File: src/oes_pkg.sv
// Purpose: shared constants and types for the operator element state sync block
// Assumes: 100 MHz core clock
// Notes:   all field positions, codes and timing counts live here
package oes_pkg;
    // ----------------------------------------------------------------
    // clock and timing
    // ----------------------------------------------------------------
    localparam int CLK_MHZ           = 100;
    localparam int DEBOUNCE_US       = 1000;
    localparam int DEBOUNCE_CYC      = DEBOUNCE_US * CLK_MHZ;
    localparam int WHEEL_FILT_US     = 20;
    localparam int WHEEL_FILT_CYC    = WHEEL_FILT_US * CLK_MHZ;
    localparam int ALIVE_MS          = 100;
    localparam int ALIVE_CYC         = ALIVE_MS * 1000 * CLK_MHZ;
    localparam int SLOW_HALF_MS      = 500;
    localparam int SLOW_HALF_CYC     = SLOW_HALF_MS * 1000 * CLK_MHZ;
    localparam int RAPID_HALF_MS     = 125;
    localparam int RAPID_HALF_CYC    = RAPID_HALF_MS * 1000 * CLK_MHZ;
    localparam int WHEEL_PULSES_REV  = 50;
    localparam int WHEEL_MAX_PPS     = 200;

    // ----------------------------------------------------------------
    // widths
    // ----------------------------------------------------------------
    localparam int NET_W  = 16;
    localparam int CNT_W  = 8;
    localparam int TRIG_W = 16;

    // ----------------------------------------------------------------
    // register map of the plain port
    // ----------------------------------------------------------------
    localparam logic [3:0] ADR_STATUS    = 4'h0;
    localparam logic [3:0] ADR_KEY       = 4'h1;
    localparam logic [3:0] ADR_NET       = 4'h2;
    localparam logic [3:0] ADR_FWD_CNT   = 4'h3;
    localparam logic [3:0] ADR_BWD_CNT   = 4'h4;
    localparam logic [3:0] ADR_LAMP      = 4'h5;
    localparam logic [3:0] ADR_TRIG      = 4'h6;
    localparam logic [3:0] ADR_CTRL_COPY = 4'h7;
    localparam logic [3:0] ADR_CFG       = 4'h8;
    localparam logic [3:0] ADR_ALIVE     = 4'h9;

    // ----------------------------------------------------------------
    // field positions
    // ----------------------------------------------------------------
    localparam int BIT_BUTTON      = 0;
    localparam int BIT_CFG_SIGNED  = 0;
    localparam int BIT_CFG_KEYBOOL = 1;
    localparam int BIT_CFG_WIDE    = 2;
    localparam int BIT_PROTECT     = 0;

    // ----------------------------------------------------------------
    // codes
    // ----------------------------------------------------------------
    localparam logic [1:0] LAMP_OFF   = 2'h0;
    localparam logic [1:0] LAMP_RAPID = 2'h1;
    localparam logic [1:0] LAMP_SLOW  = 2'h2;
    localparam logic [1:0] LAMP_ON    = 2'h3;
    localparam logic [1:0] KEY_CENTRE = 2'h0;
    localparam logic [1:0] KEY_CW     = 2'h2;
    localparam logic [1:0] KEY_CCW    = 2'h1;
    localparam logic [2:0] CFG_RESET  = 3'h4;

    // ----------------------------------------------------------------
    // element state carrier
    // ----------------------------------------------------------------
    typedef struct packed {
        logic [NET_W-1:0] net;
        logic [1:0]       key;
        logic             button;
    } oes_elem_t;

    typedef enum logic [2:0] {
        SYNC_IDLE = 3'b001,
        SYNC_LINK = 3'b010,
        SYNC_RUN  = 3'b100
    } oes_sync_t;
endpackage : oes_pkg

File: src/oes_debounce.sv
// Purpose: two-flop synchroniser followed by a stable-time filter
// Assumes: single clock, asynchronous active-low reset
// Notes:   output changes only after the input holds for CYC cycles
`timescale 1ns/1ps
module oes_debounce #(
    parameter int         CYC  = 16,
    parameter logic       INIT = 1'b0
) (
    // clock and reset
    input  wire logic i_clk,
    input  wire logic i_arst_n,
    // raw level in, clean level out
    input  wire logic i_raw,
    output logic      o_clean
);
    localparam int CW = $clog2(CYC + 1);

    logic          meta_q;
    logic          sync_q;
    logic [CW-1:0] cnt_q;
    logic [CW-1:0] cnt_d;
    logic          clean_q;
    logic          differs;
    logic          done;

    // ----------------------------------------------------------------
    // filter decode
    // ----------------------------------------------------------------
    assign differs = sync_q != clean_q;
    assign done    = cnt_q == CW'(CYC - 1);
    assign cnt_d   = (differs && !done) ? cnt_q + 1'b1 : '0;
    assign o_clean = clean_q;

    // synchroniser, counter and filtered level
    always_ff @(posedge i_clk or negedge i_arst_n) begin
        if (!i_arst_n) begin
            meta_q  <= INIT;
            sync_q  <= INIT;
            cnt_q   <= '0;
            clean_q <= INIT;
        end else begin
            meta_q  <= i_raw;
            sync_q  <= meta_q;
            cnt_q   <= cnt_d;
            clean_q <= (differs && done) ? sync_q : clean_q;
        end
    end
endmodule : oes_debounce

File: src/oes_divider.sv
// Purpose: square wave from a half-period count
// Assumes: single clock
// Notes:   used for the lamp flash rates and the link-alive toggle
`timescale 1ns/1ps
module oes_divider #(
    parameter int HALF = 4
) (
    // clock and reset
    input  wire logic i_clk,
    input  wire logic i_arst_n,
    // divided output
    output logic      o_wave
);
    localparam int CW = $clog2(HALF + 1);

    logic [CW-1:0] cnt_q;
    logic          wave_q;
    logic          wrap;

    assign wrap   = cnt_q == CW'(HALF - 1);
    assign o_wave = wave_q;

    // half-period counter that flips the wave at each wrap
    always_ff @(posedge i_clk or negedge i_arst_n) begin
        if (!i_arst_n) begin
            cnt_q  <= '0;
            wave_q <= 1'b0;
        end else begin
            cnt_q  <= wrap ? '0 : cnt_q + 1'b1;
            wave_q <= wrap ? !wave_q : wave_q;
        end
    end
endmodule : oes_divider

File: src/oes_top.sv
// Purpose: operator element encoding and controller state sync
// Assumes: element pins synchronous to I_CORE_CLK only after internal syncs
// Notes:   controller reaches the block over a plain register port
`timescale 1ns/1ps
module oes_top #(
    parameter int DEBOUNCE_CYC   = oes_pkg::DEBOUNCE_CYC,
    parameter int WHEEL_FILT_CYC = oes_pkg::WHEEL_FILT_CYC,
    parameter int ALIVE_CYC      = oes_pkg::ALIVE_CYC,
    parameter int SLOW_HALF_CYC  = oes_pkg::SLOW_HALF_CYC,
    parameter int RAPID_HALF_CYC = oes_pkg::RAPID_HALF_CYC
) (
    // clock and reset
    input  wire logic                    I_CORE_CLK,
    input  wire logic                    I_ARST_N,
    // operator element pins
    input  wire logic                    I_BUTTON_PRESSED,
    input  wire logic                    I_KEY_CW,
    input  wire logic                    I_KEY_CCW,
    input  wire logic                    I_WHEEL_FWD,
    input  wire logic                    I_WHEEL_BWD,
    // link state and stale controller value
    input  wire logic                    I_LINK_UP,
    input  wire oes_pkg::oes_elem_t      I_STALE_VALUE,
    // register port
    input  wire logic [3:0]              I_ADDR,
    input  wire logic [31:0]             I_WDATA,
    input  wire logic                    I_WR,
    input  wire logic                    I_RD,
    output logic [31:0]                  O_RDATA,
    // element outputs
    output logic                         O_LAMP,
    output logic                         O_PROTECT_LOCK,
    output oes_pkg::oes_elem_t           O_CTRL_COPY,
    output logic                         O_CTRL_SEND
);
    // ----------------------------------------------------------------
    // input conditioning
    // ----------------------------------------------------------------
    logic btn_pressed;
    logic key_cw;
    logic key_ccw;
    logic whl_fwd;
    logic whl_bwd;
    logic whl_fwd_q;
    logic whl_bwd_q;

    // debounced element levels
    oes_debounce #(.CYC(DEBOUNCE_CYC), .INIT(1'b0)) u_db_btn (
        .i_clk(I_CORE_CLK), .i_arst_n(I_ARST_N),
        .i_raw(I_BUTTON_PRESSED), .o_clean(btn_pressed));
    oes_debounce #(.CYC(DEBOUNCE_CYC), .INIT(1'b0)) u_db_cw (
        .i_clk(I_CORE_CLK), .i_arst_n(I_ARST_N),
        .i_raw(I_KEY_CW), .o_clean(key_cw));
    oes_debounce #(.CYC(DEBOUNCE_CYC), .INIT(1'b0)) u_db_ccw (
        .i_clk(I_CORE_CLK), .i_arst_n(I_ARST_N),
        .i_raw(I_KEY_CCW), .o_clean(key_ccw));
    // short filter: 200 pulses/s leaves 2.5 ms per level, far above it
    oes_debounce #(.CYC(WHEEL_FILT_CYC), .INIT(1'b0)) u_db_fwd (
        .i_clk(I_CORE_CLK), .i_arst_n(I_ARST_N),
        .i_raw(I_WHEEL_FWD), .o_clean(whl_fwd));
    oes_debounce #(.CYC(WHEEL_FILT_CYC), .INIT(1'b0)) u_db_bwd (
        .i_clk(I_CORE_CLK), .i_arst_n(I_ARST_N),
        .i_raw(I_WHEEL_BWD), .o_clean(whl_bwd));

    // ----------------------------------------------------------------
    // wheel pulse detect and counts
    // ----------------------------------------------------------------
    logic                      fwd_pulse;
    logic                      bwd_pulse;
    logic [oes_pkg::CNT_W-1:0] fwd_cnt_q;
    logic [oes_pkg::CNT_W-1:0] bwd_cnt_q;
    logic [oes_pkg::NET_W-1:0] net_q;
    logic [oes_pkg::NET_W-1:0] net_step;
    logic [oes_pkg::NET_W-1:0] net_d;
    logic [2:0]                cfg_q;
    logic                      cfg_signed;
    logic                      cfg_wide;
    logic                      cfg_keybool;

    assign cfg_signed  = cfg_q[oes_pkg::BIT_CFG_SIGNED];
    assign cfg_keybool = cfg_q[oes_pkg::BIT_CFG_KEYBOOL];
    assign cfg_wide    = cfg_q[oes_pkg::BIT_CFG_WIDE];

    // each rising edge is one of the 50 detents per turn
    assign fwd_pulse = whl_fwd && !whl_fwd_q;
    assign bwd_pulse = whl_bwd && !whl_bwd_q;

    // simultaneous fwd and bwd cancel; natural modular wrap
    assign net_step = (fwd_pulse && !bwd_pulse) ? net_q + 1'b1 :
                      (bwd_pulse && !fwd_pulse) ? net_q - 1'b1 : net_q;
    // narrow target keeps 8 bits, sign-extended when signed
    assign net_d = cfg_wide ? net_step :
                   {{(oes_pkg::NET_W-oes_pkg::CNT_W){cfg_signed &
                      net_step[oes_pkg::CNT_W-1]}},
                    net_step[oes_pkg::CNT_W-1:0]};

    // edge history, wheel direction counts and net value
    // the 8-bit counts only wrap; a slow reader loses 256 detents per missed wrap
    always_ff @(posedge I_CORE_CLK or negedge I_ARST_N) begin
        if (!I_ARST_N) begin
            whl_fwd_q <= 1'b0;
            whl_bwd_q <= 1'b0;
            fwd_cnt_q <= '0;
            bwd_cnt_q <= '0;
            net_q     <= '0;
        end else begin
            whl_fwd_q <= whl_fwd;
            whl_bwd_q <= whl_bwd;
            fwd_cnt_q <= fwd_pulse ? fwd_cnt_q + 1'b1 : fwd_cnt_q;
            bwd_cnt_q <= bwd_pulse ? bwd_cnt_q + 1'b1 : bwd_cnt_q;
            net_q     <= net_d;
        end
    end

    // ----------------------------------------------------------------
    // local element status
    // ----------------------------------------------------------------
    oes_pkg::oes_elem_t local_st;
    logic [1:0]         key_code;
    logic [1:0]         key_field;
    logic               lock_d;

    // key code: cw and ccw both asserted is treated as centre
    assign key_code = (key_cw && !key_ccw)  ? oes_pkg::KEY_CW  :
                      (key_ccw && !key_cw)  ? oes_pkg::KEY_CCW :
                                              oes_pkg::KEY_CENTRE;
    assign key_field = cfg_keybool ? {1'b0, key_code != oes_pkg::KEY_CENTRE}
                                   : key_code;
    assign lock_d         = key_code != oes_pkg::KEY_CENTRE;

    // status follows the element at once
    assign local_st.button = !btn_pressed;
    assign local_st.key    = key_field;
    assign local_st.net    = net_q;

    // ----------------------------------------------------------------
    // controller-side copy and resync
    // ----------------------------------------------------------------
    oes_pkg::oes_sync_t         sync_q;
    oes_pkg::oes_elem_t         prev_q;
    oes_pkg::oes_elem_t         copy_q;
    logic [oes_pkg::TRIG_W-1:0] trig_q;
    logic                       trig_changed_q;
    logic                       send_q;
    logic                       link_q;
    logic                       link_rise;
    logic                       local_changed;
    logic                       wr_trig;
    logic                       trig_diff;

    assign link_rise     = I_LINK_UP && !link_q;
    assign local_changed = local_st != prev_q;
    assign wr_trig       = I_WR && (I_ADDR == oes_pkg::ADR_TRIG);
    assign trig_diff     = wr_trig && (I_WDATA[oes_pkg::TRIG_W-1:0] != trig_q);
    assign O_CTRL_COPY   = copy_q;
    assign O_CTRL_SEND   = send_q;

    // link state machine and copy-on-change action
    always_ff @(posedge I_CORE_CLK or negedge I_ARST_N) begin
        if (!I_ARST_N) begin
            sync_q         <= oes_pkg::SYNC_IDLE;
            prev_q         <= '0;
            copy_q         <= '0;
            trig_q         <= '0;
            trig_changed_q <= 1'b0;
            send_q         <= 1'b0;
            link_q         <= 1'b0;
        end else begin
            link_q         <= I_LINK_UP;
            prev_q         <= local_st;
            trig_q         <= wr_trig ? I_WDATA[oes_pkg::TRIG_W-1:0] : trig_q;
            trig_changed_q <= trig_diff;
            send_q         <= 1'b0;
            case (sync_q)
                oes_pkg::SYNC_IDLE: begin
                    if (link_rise) begin
                        copy_q <= I_STALE_VALUE;
                        sync_q <= oes_pkg::SYNC_LINK;
                    end
                end
                oes_pkg::SYNC_LINK: begin
                    // controller's resync write or a local change is awaited
                    if (!I_LINK_UP) begin
                        sync_q <= oes_pkg::SYNC_IDLE;
                    end else if (trig_changed_q || local_changed) begin
                        copy_q <= local_st;
                        send_q <= 1'b1;
                        sync_q <= oes_pkg::SYNC_RUN;
                    end
                end
                oes_pkg::SYNC_RUN: begin
                    if (!I_LINK_UP) begin
                        sync_q <= oes_pkg::SYNC_IDLE;
                    end else if (trig_changed_q || local_changed) begin
                        copy_q <= local_st;
                        send_q <= 1'b1;
                    end
                end
                default: begin
                    sync_q <= oes_pkg::SYNC_IDLE;
                end
            endcase
        end
    end

    // ----------------------------------------------------------------
    // lamp and link-alive
    // ----------------------------------------------------------------
    logic [1:0] lamp_state_field_q;
    logic       slow_wave;
    logic       rapid_wave;
    logic       alive_bit;
    logic       lamp_d;
    logic       lamp_q;
    logic       lock_q;

    oes_divider #(.HALF(SLOW_HALF_CYC)) u_div_slow (
        .i_clk(I_CORE_CLK), .i_arst_n(I_ARST_N), .o_wave(slow_wave));
    oes_divider #(.HALF(RAPID_HALF_CYC)) u_div_rapid (
        .i_clk(I_CORE_CLK), .i_arst_n(I_ARST_N), .o_wave(rapid_wave));
    oes_divider #(.HALF(ALIVE_CYC)) u_div_alive (
        .i_clk(I_CORE_CLK), .i_arst_n(I_ARST_N), .o_wave(alive_bit));

    // lamp shows only what the controller wrote
    // a lamp write reaches the pin two edges later
    assign lamp_d = (lamp_state_field_q == oes_pkg::LAMP_ON)    ? 1'b1       :
                    (lamp_state_field_q == oes_pkg::LAMP_SLOW)  ? slow_wave  :
                    (lamp_state_field_q == oes_pkg::LAMP_RAPID) ? rapid_wave :
                                                                  1'b0;

    // pin drives from flip-flops
    always_ff @(posedge I_CORE_CLK or negedge I_ARST_N) begin
        if (!I_ARST_N) begin
            lamp_q <= 1'b0;
            lock_q <= 1'b0;
        end else begin
            lamp_q <= lamp_d;
            lock_q <= lock_d;
        end
    end
    assign O_LAMP         = lamp_q;
    assign O_PROTECT_LOCK = lock_q;

    // ----------------------------------------------------------------
    // register port
    // ----------------------------------------------------------------
    logic [31:0] rd_mux;
    logic [31:0] rdata_q;

    assign rd_mux =
        (I_ADDR == oes_pkg::ADR_STATUS)    ? 32'({local_st.button})          :
        (I_ADDR == oes_pkg::ADR_KEY)       ? 32'(local_st.key)               :
        (I_ADDR == oes_pkg::ADR_NET)       ? 32'(net_q)                      :
        (I_ADDR == oes_pkg::ADR_FWD_CNT)   ? 32'(fwd_cnt_q)                  :
        (I_ADDR == oes_pkg::ADR_BWD_CNT)   ? 32'(bwd_cnt_q)                  :
        (I_ADDR == oes_pkg::ADR_LAMP)      ? 32'(lamp_state_field_q)         :
        (I_ADDR == oes_pkg::ADR_TRIG)      ? 32'(trig_q)                     :
        (I_ADDR == oes_pkg::ADR_CTRL_COPY) ? 32'(copy_q)                     :
        (I_ADDR == oes_pkg::ADR_CFG)       ? 32'(cfg_q)                      :
        (I_ADDR == oes_pkg::ADR_ALIVE)     ? 32'({alive_bit})                :
                                             32'h0000_0000;
    assign O_RDATA = rdata_q;

    // writable registers and registered read data
    always_ff @(posedge I_CORE_CLK or negedge I_ARST_N) begin
        if (!I_ARST_N) begin
            lamp_state_field_q <= oes_pkg::LAMP_OFF;
            cfg_q              <= oes_pkg::CFG_RESET;
            rdata_q            <= '0;
        end else begin
            if (I_WR && I_ADDR == oes_pkg::ADR_LAMP) begin
                lamp_state_field_q <= I_WDATA[1:0];
            end
            if (I_WR && I_ADDR == oes_pkg::ADR_CFG) begin
                cfg_q <= I_WDATA[2:0];
            end
            rdata_q <= I_RD ? rd_mux : 32'h0000_0000;
        end
    end
endmodule : oes_top

File: config.mk
export PLATFORM = sky130hd
export DESIGN_NAME = oes_top
export DESIGN_NICKNAME = d
export VERILOG_FILES = /design/src/oes_pkg.sv /design/src/oes_debounce.sv /design/src/oes_divider.sv /design/src/oes_top.sv
export SDC_FILE = /design/constraint.sdc
export NUM_CORES = 1
export LEC_CHECK = 0
export BUFFER_PORTS_ARGS = -buffer_cell sky130_fd_sc_hd__buf_2
export CORE_AREA = 4 4 194 196
export CTS_BUF_LIST = sky130_fd_sc_hd__clkbuf_8
export DETAILED_ROUTE_END_ITERATION = 16
export DIE_AREA = 0 0 198 200
export PLACE_DENSITY = 0.54
export SLEW_MARGIN = 20
export SYNTH_ARGS = -nofsm -noshare
export SYNTH_HDL_FRONTEND = slang
export SYNTH_SLANG_ARGS = --single-unit
File: constraint.sdc
create_clock -name I_CORE_CLK -period 6.02 [get_ports I_CORE_CLK]
set_input_delay 0.301 -clock I_CORE_CLK [delete_from_list [all_inputs] [get_ports I_CORE_CLK]]
set_output_delay 0.301 -clock I_CORE_CLK [all_outputs]
set_load 0.005 [all_outputs]
==> Yosys cells after proc, flatten, opt, wreduce, memory -nomap -nowiden <==
Index checks and enable logic that the tools add are counted.
{ "totals": {"in_bits": 65, "ff_bits": 285, "elab_cells": 181, "out_inout_bits": 54} }
{ "classes": {"addsub": 12, "n_eq_ne": 36, "n_reduce_logical": 44, "n_bitwise": 1, "muxes": 40} }
{ "op_table": {"columns": ["op", "count"], "rows": [
  ["19-bit 2-to-1 mux", 12],
  ["17-bit by 1-bit adder with 17-bit output, second input constant", 3],
  ["17-bit == test, second input constant", 3],
  ["17-bit 2-to-1 mux", 3],
  ["24-bit by 1-bit adder with 24-bit output, second input constant", 2],
  ["24-bit == test, second input constant", 2],
  ["16-bit 2-to-1 mux", 3],
  ["24-bit 2-to-1 mux", 2],
  ["19-bit one-hot mux with 2 select lines", 1],
  ["26-bit by 1-bit adder with 26-bit output, second input constant", 1],
  ["26-bit == test, second input constant", 1],
  ["26-bit 2-to-1 mux", 1],
  ["11-bit by 1-bit adder with 11-bit output, second input constant", 2],
  ["11-bit == test, second input constant", 2],
  ["11-bit 2-to-1 mux", 2],
  ["1-bit logical AND", 21],
  ["19-bit inequality test", 1],
  ["16-bit by 1-bit adder with 16-bit output, second input constant", 1],
  ["8-bit by 1-bit adder with 8-bit output, second input constant", 2],
  ["4-bit by 3-bit == test with 1-bit output, second input constant", 4],
  ["1-bit logical NOT", 16],
  ["16-bit inequality test", 1],
  ["16-bit by 1-bit subtractor with 16-bit output, second input constant", 1],
  ["3-bit 2-to-1 mux", 5],
  ["23 further kinds", 41]
]} }

==> Depth between registers and ports, before layout <==
Gate-level depths: netlist (run 1).
{ "logic_depth": {"ltp_word": 12, "ltp_mapped": 11, "depth_no_buf": 8} }

==> Hierarchy <==
A second synthesis (run 1) with hierarchy kept.
{ "unflattened": {"hier_cells": 1343, "area_unflattened_um2": 14029.7} }
{ "modules_own_cells": {"columns": ["mod", "cells_each", "area_each_um2", "instances"], "rows": [
  ["oes_top", 593, 6113.4, 1],
  ["oes_debounce (u_db_btn ...)", 90, 953.4, 3],
  ["oes_divider (u_div_slow)", 127, 1351.3, 1],
  ["oes_debounce (u_db_bwd ...)", 62, 636.9, 2],
  ["oes_divider (u_div_rapid)", 115, 1224.9, 1],
  ["oes_divider (u_div_alive)", 114, 1206.2, 1]
]} }

==> Worst setup path before layout (run 1) <==
No wires, ideal clock.
{ "synth_path": {"path_kind": "reg-to-reg", "start": "register u_db_bwd.clean_q (netlist: u_db_bwd.o_clean)", "end": "register net_q[8] in the netlist's numbering", "t_required_ns": 5.902, "setup_slack_ns": 3.679, "arrival_time_ns": 2.223, "stages_incl_launch_ff": 12, "setup_time_ns": 0.118, "path_cell_list": "dfrtp_1 -> nor2b_1 -> clkbuf_1 -> inv_1 -> ha_1 -> clkbuf_1 -> nand2b_1 -> clkbuf_1 -> or2_1 -> o32ai_1 -> xor2_1 -> a21o_1"} }
{ "synth_via": {"elab_chain_len": 6} }
{ "synth_rtl": {"columns": ["item", "line", "source"], "rows": [
  ["start, declared", "oes_debounce.sv:22", "logic clean_q;"],
  ["start signal, assigned", "oes_debounce.sv:45", "clean_q <= (differs && done) ? sync_q : clean_q;"],
  ["1-bit logical AND *", "oes_top.sv:86", "assign bwd_pulse = whl_bwd && !whl_bwd_q;"],
  ["named net bwd_pulse", "oes_top.sv:69", "logic bwd_pulse;"],
  ["1-bit logical AND / 1-bit logical NOT (equally long branches)", "oes_top.sv:90, oes_top.sv:89", null],
  ["16-bit 2-to-1 mux / 1-bit logical AND (equally long branches)", "oes_top.sv:90, oes_top.sv:89", null],
  ["16-bit 2-to-1 mux", "oes_top.sv:89", "assign net_step = (fwd_pulse && !bwd_pulse) ? net_q + 1'b1 :"],
  ["1-bit bitwise AND", "oes_top.sv:93", "{{(oes_pkg::NET_W-oes_pkg::CNT_W){cfg_signed &"],
  ["16-bit 2-to-1 mux", "oes_top.sv:92", "assign net_d = cfg_wide ? net_step :"],
  ["end signal, assigned", "oes_top.sv:111", "net_q <= net_d;"],
  ["end, declared", "oes_top.sv:72", "logic [oes_pkg::NET_W-1:0] net_q;"]
]} }
The timed path passes the listed nets; every way through them passes the cells marked *. The select of a mux whose other input is x is not followed.
A chain may end at the register's enable or synchronous reset.

==> Worst setup path after layout (run 1) <==
{ "layout_path": {"start": "register u_db_bwd.clean_q (netlist: u_db_bwd.o_clean)", "end": "register net_q[11] in the netlist's numbering"} }
{ "layout_via": {"elab_chain_len": 6} }
{ "layout_rtl": {"columns": ["item", "line"], "rows": [
  ["1-bit logical AND *", "oes_top.sv:86"],
  ["1-bit logical AND / 1-bit logical NOT (equally long branches)", "oes_top.sv:90, oes_top.sv:89"],
  ["16-bit 2-to-1 mux / 1-bit logical AND (equally long branches)", "oes_top.sv:90, oes_top.sv:89"],
  ["16-bit 2-to-1 mux", "oes_top.sv:89"],
  ["1-bit bitwise AND", "oes_top.sv:93"],
  ["16-bit 2-to-1 mux", "oes_top.sv:92"]
]} }
Mark *: on every way between the ends. The rest lies on a longest branch, timed or not. The select of a mux whose other input is x is not followed.

==> results of run 1 <==
-- worst register-to-register path, stage by stage, from the launching register on --
cell,delay [ns]
dfrtp_1,0.39
nor2b_1,0.54
inv_1,0.13
ha_1,0.44
nand2b_1,0.41
nor4_1,0.51
a22oi_1,0.16
xnor2_1,0.16
a21o_1,0.18
-- routing by layer --
layer | part of all wire, % | track usage (%) | vias up
met3 | 7.0 | 3.91 | 53
met1 | 46 | 23.4 | 5048
met5 | 0.18 | 0 | -
met4 | 1.6 | 4.41 | 8
li1 | - | - | 5046
met2 | 46 | 25.8 | 249
-- cells in the mapped netlist (all sizes together), types with 3 or more instances --
master and number:
o31ai 3, a21o 12, a211oi 4, nand2b 12, o21a 18, mux2 27
or2 9, o2bb2ai 3, and3 25, buf 34, nor3 25, clkbuf 47
xnor2 107, a32oi 3, inv 31, and2 8, or3 4, a22oi 11
nor4 18, nor4b 9, mux2i 27, ha 17, a31oi 5, and4 18
nor2b 15, or4 5, nor2 161, nand2 84, a21oi 29, nand4 68
dfrtp 283, o21ai 29, xor2 80, nand3 107, a211o 18
-- cell type report --
class,count,area [um2],share of cell area [%]
Antenna cell,1,2.50,0.0154
Clock buffer,65,895,5.50
Clock inverter,25,174,1.07
Inverter,31,116,0.716
Multi-Input combinational cell,1002,6590,40.5
Sequential cell,285,7130,43.9
Tap cell,468,586,3.60
Timing Repair Buffer,120,758,4.66
-- metrics by stage --
step / cell area (um2) / worst slack (ns) / power, mW
4_1_cts: 16200 / 2.99 / 4.27
3_3_place_gp: 14900 / 2.96 / 2.35
6_report: 16300 / 2.99 / 4.20
2_1_floorplan: 14200 / 3.68 / 2.22
5_1_grt: 16300 / 2.77 / 4.39
3_5_place_dp: 14900 / 3.01 / 2.36
-- power by group through the flow --
stage               clock network, mW  registers [mW]  logic (mW)
floorplan                           0            2.05       0.177
global placement                    0            2.08       0.267
detailed placement                  0            2.08       0.271
CTS                              1.94            2.05       0.284
global route                     2.02            2.05       0.316
finish                           1.87            2.05       0.278
-- sequential cells by signal, indices dropped and copies added, names as in the netlist, 8 cells and up --
name and flops:
bwd_cnt_q 8, O_RDATA 19, O_CTRL_COPY 19, u_div_slow.cnt_q 26, net_q 16, prev_q 19, fwd_cnt_q 8, u_div_alive.cnt_q 24
u_db_btn.cnt_q 17, u_div_rapid.cnt_q 24, u_db_cw.cnt_q 17, u_db_bwd.cnt_q 11, u_db_fwd.cnt_q 11, trig_q 16, u_db_ccw.cnt_q 17
-- repair_timing --
item	4_1_cts	5_1_grt
hold endpoints to repair	135	0
endpoints found under the setup margin	0	0
hold buffers	23	0
-- cells by family after synthesis --
logic type | count (synthesis)
simple gates | 576
flops | 285
xor+xnor | 187
compound gates | 155
buf+inv | 112
mux | 54
fa+ha+maj | 17
other cells | 1
-- final timing paths --
check | slack (ns) | from | end | cells after the start
worst max-delay path | 2.99 | u_db_bwd.o_clean | net_q[11] | 8
worst min-delay path | 0.04 | I_WDATA[0] | cfg_q[0] | 2
worst max register to register | 2.99 | u_db_bwd.o_clean | net_q[11] | 8
worst min register to register | 0.35 | u_db_ccw.meta_q | u_db_ccw.sync_q | 0
max in group asynchronous | 4.25 | I_ARST_N | u_div_slow.cnt_q[23] | 3
min in group asynchronous | 0.34 | I_ARST_N | O_CTRL_COPY[12] | 2
==> flow_summary.yaml, run 1 <==
timing:
  slew_viol_final: 0
  hold_viol: 0
  post-route-period-util_pct: 50.3
  fin_skew_ns: 0.0260
  setup-violations-final: 0
  fin_crit_ns: 3.03
  worst_pin_slew_ns: 0.999
  rsz0062_at_grt: "false"
  setup-tns-final_ns: 0
  max_freq_mhz: 330
  slew_headroom_pct: 33.4
  finalHoldWorstSlack_ns: 0.0436
cells_and_area:
  layout_commonest_cell: "dfrtp_1"
  nets: 1571
  fillers: 3466
  syn2layout_area_growth_pct: 14.8
  drive_gt1_share_pct: 15.0
  stdcell_count: 1997
  final_util_pct: 45.0
  most-common-layout-cells: "dfrtp_1 (283), nor2_1 (160), nand3_1 (107), xnor2_1 (107), buf_2 (88)"
floorplan:
  die_w_um: 198
  initial_utilization_pct: 39.3
  fp.dieH_um: 200
  core_area_um2: 36100
  rows: 70
  ios: 119
  die_area_um2: 39600
setup_path:
  path_buf_inv: 1
  critPathCaptureType: "flip-flop"
  cp_top_family: "simple AND/OR/NAND/NOR gates"
  max_stage_delay_ns: 0.54
  cp.required_ns: 6.49
  path_cells: "nor2b_1 > inv_1 > ha_1 > nand2b_1 > nor4_1 > a22oi_1 > xnor2_1 > a21o_1"
  crit_fanout: 17
  crit_path_start_kind: "flip-flop"
  worst_ep_arrival_time_ns: 3.50
  critPathSlowestCell: "nor2b_1"
  path_class: "flip-flop to flip-flop"
power:
  powerDensity_nw_per_um2: 258
  p_sw_mw: 1.04
  p_clk_share_pct: 44.5
  vdd_drop_max_uv: 173
  p_comb_share_pct: 6.6
  internal_power_mw: 3.16
  swShare_pct: 24.7
  p_seq_share_pct: 48.8
  leakage_nw: 7.28
synthesis:
  synth_edf_count: 0
  synth_cells: 1387
  synth_top_family_by_area: "simple AND/OR/NAND/NOR gates"
  synth_compound_area_share_pct: 7.61
  synth_area_leaders: "dfrtp_1 (50%), xnor2_1 (6.6%), xor2_1 (4.9%)"
  syn_avg_cell_area_um2: 10.2
  synth-async-reset-ratio_pct: 100
  yosysWarnings: 0
  ys_seq_area_share_pct: 50.4
  ys_ff_latch: 285
  yosys.area_share.adder_pct: 1.50
  syn-cell-area_um2: 14200
  netlist.area_leader.share_pct: 50.0
  yosys-mux-area-fraction_pct: 4.14
  synthFlopType: "dfrtp_1"
  synth_top_area_cell: "dfrtp_1"
  synth_xor_area_share_pct: 11.6
  synth_cell_types: 74
  yosys.area_share.simple_pct: 21.2
global_route:
  grt_overflow: 0
  grt_antenna_before_repair: 4
  grt_usage_pct: 16.6
  grt_pass1_vias: 10000
  grt_max_degree: 173
  grt_pass1_wl_mm: 53.6
route:
  viasPerCell: 5.21
  routedWlPerCell_um: 16.5
  drc_errors: 0
  drt_iter0_drc: 634
  first_pass_iters: 6
  ant_nets: 0
  drt_wl_total_mm: 33.0
  vias: 10400
placed_design:
  hpwl_mm: 22.2
  place_inst: 1883
  numPortBuffers: 89
  place.gp.congestion: 0.829
clocking:
  cts.clk_slew.worst_paths_ns: 0.06
  clock-sinks: 285
  postCtsSetupRepairBufs: 0
  clk_latency_ns: 0.59
  cts_tree: "built"
  cts-resized-gates: 0
  root_buffer: "clkbuf_8"
  cts.path.max_buffers: 3
  cts-htree-levels: 2
  cts_made_buffers: 49
flow_run:
  cap_violations: 0
min_path:
  hold_class: "primary input to flip-flop"
run_status:
  status: "completed"
Power figures use the tool's default switching activity.
==> inputs of run 2 (changes only) <==
Settings changed: PLACE_DENSITY 0.54 to 0.56.
Clock period 6.02 ns to 2.55 ns, I/O delays scaled along.
==> run 2 against run 1 <==
  * Clock skew hardly changed
  * Setup slack got worse by 2.7 ns
  * Non-clock buffer count grew 57
  * Combinational power grew to 2.6 times the previous value
  * Sequential power up 140%
  * Die area did not move
  * Critical path depth unchanged
  * Clock-buffer cell count down 1
  * Critical path type unchanged
  * Largest cell class unchanged
  * Largest power group unchanged
  * Highest routed layer unchanged
==> flow_summary.yaml, run 2 (synthesis results as in run 1) <==
cells_and_area:
  largest_reg_flops: 26
  layout_commonest_cell: "dfrtp_1"
  fillers: 3438
  regArea_um2: 7130
  nets: 1631
  most-common-layout-cells: "dfrtp_1 (283), nor2_1 (160), nand3_1 (107), xnor2_1 (107), buf_2 (88)"
  syn2layout_area_growth_pct: 18.7
  drive_gt1_share_pct: 16.4
  regMostFlops: "u_div_slow.cnt_q"
  multi_input_area_um2: 6580
  design_area_um2: 16800
  top_regs: "u_div_slow.cnt_q x26, u_div_alive.cnt_q x24, u_div_rapid.cnt_q x24"
flow_run:
  cap_violations: 0
setup_path:
  crit_path_start_kind: "flip-flop"
  reg2regPathDepth: 8
  worst_ep_arrival_time_ns: 2.75
  critPathCaptureType: "flip-flop"
  crit_fanout: 6
  r2r_start: "u_db_bwd.o_clean"
  path_class: "flip-flop to flip-flop"
  rrSetupSlack_ns: 0.29
  cp.required_ns: 3.04
  r2r-end: "net_q[11]"
floorplan:
  core_area_um2: 36100
  ios: 119
  fp.dieH_um: 200
  die_w_um: 198
  die_area_um2: 39600
  rows: 70
  initial_utilization_pct: 39.3
clocking:
  postCtsSetupRepairBufs: 0
  cts_tree: "built"
  cts.clk_slew.worst_paths_ns: 0.06
  clk_latency_ns: 0.61
  clock-sinks: 285
  cts-resized-gates: 0
  root_buffer: "clkbuf_8"
  cts.path.max_buffers: 3
  cts_made_buffers: 52
  hold_buffers: 47
  cts-htree-levels: 2
timing:
  fin_crit_ns: 2.26
  rsz0062_at_grt: "false"
  finalHoldWorstSlack_ns: 0.0747
  slew_viol_final: 0
  setup-violations-final: 0
  slew_headroom_pct: 48.4
  post-route-period-util_pct: 88.6
  layout_setup_ws_ns: 0.291
  hold_viol: 0
  setup-tns-final_ns: 0
  fin_skew_ns: 0.0262
  worst_pin_slew_ns: 0.768
  max_freq_mhz: 443
route:
  ant_nets: 0
  routedWlPerCell_um: 16.7
  drt_wl_total_mm: 34.3
  drc_errors: 0
  first_pass_iters: 5
  vias: 10700
  viasPerCell: 5.21
  drt_iter0_drc: 683
global_route:
  grt_pass1_vias: 10800
  grt_max_degree: 70
  grt_antenna_before_repair: 5
  grt_usage_pct: 17.5
  grt_overflow: 0
  grt_pass1_wl_mm: 56.7
placed_design:
  numPortBuffers: 89
  place_ws_ns: 0.295
  hpwl_mm: 23.7
  place.gp.congestion: 0.892
  place_area_um2: 15200
power:
  powerDensity_nw_per_um2: 597
  p_total_mw: 10.0
  vdd_drop_max_uv: 345
  leakage_nw: 7.59
min_path:
  hold_class: "primary input to asynchronous set/reset pin"
run_status:
  status: "completed"
## run 2: cell types whose count changed in the layout (fill, tap and decap cells not counted), sizes merged
| cell | delta |
|---|---|
| inv | +4 |
| bufinv | +1 |
| buf | +33 |
| dlygate4sd3 | +24 |
| clkbuf | -1 |
| diode | +1 |
## run 2: worst max-delay path by stage
stage | startpoint | end | cells past startpoint
2_1_floorplan | u_db_bwd.o_clean | net_q[8] | 11
3_3_place_gp | u_db_bwd.o_clean | net_q[11] | 8
3_5_place_dp | u_db_bwd.o_clean | net_q[15] | 8
4_1_cts | u_db_bwd.o_clean | net_q[15] | 8
5_1_grt | u_db_bwd.o_clean | net_q[11] | 8
6_report | u_db_bwd.o_clean | net_q[11] | 8
## run 2: layout make-up
cell class                 count  share of cell area [%]
sequential                   285                    42.4
multi-input combinational   1002                    39.2
timing repair buffer         177                    7.71
clock buffer                  64                    5.24
tap                          468                    3.48
clock inverter                30                    1.26
inverter                      31                   0.692
antenna                        2                  0.0298
## run 2: worst max-delay path, stage by stage, from the launching register on
cell and delay (ns):
dfrtp_1 0.38, nor2b_1 0.22, inv_1 0.09, ha_1 0.27, nand2b_1 0.25, nor4_1 0.45
a22oi_1 0.15, xnor2_1 0.15, a21o_1 0.19
## run 2: power breakdown
part           switching [mW]  internal, mW
combinational           0.376         0.344
clock                    1.93          2.56
sequential              0.163          4.66
total                    2.47          7.57
## run 2: metal layers
metal	vias up	routed length, um	track usage (%)
met5	-	16	0
met4	4	873	6.17
met3	66	1720	3.54
met2	230	15900	27.6
met1	5270	15800	24.4
li1	5165	-	-
## run 2: stage by stage
step	util (%)	std cells
detailed placement	42.2	1916
finish	46.6	2059
floorplan	-	1399
global placement	42.2	1916
global route	46.6	2058
CTS	46.6	2057
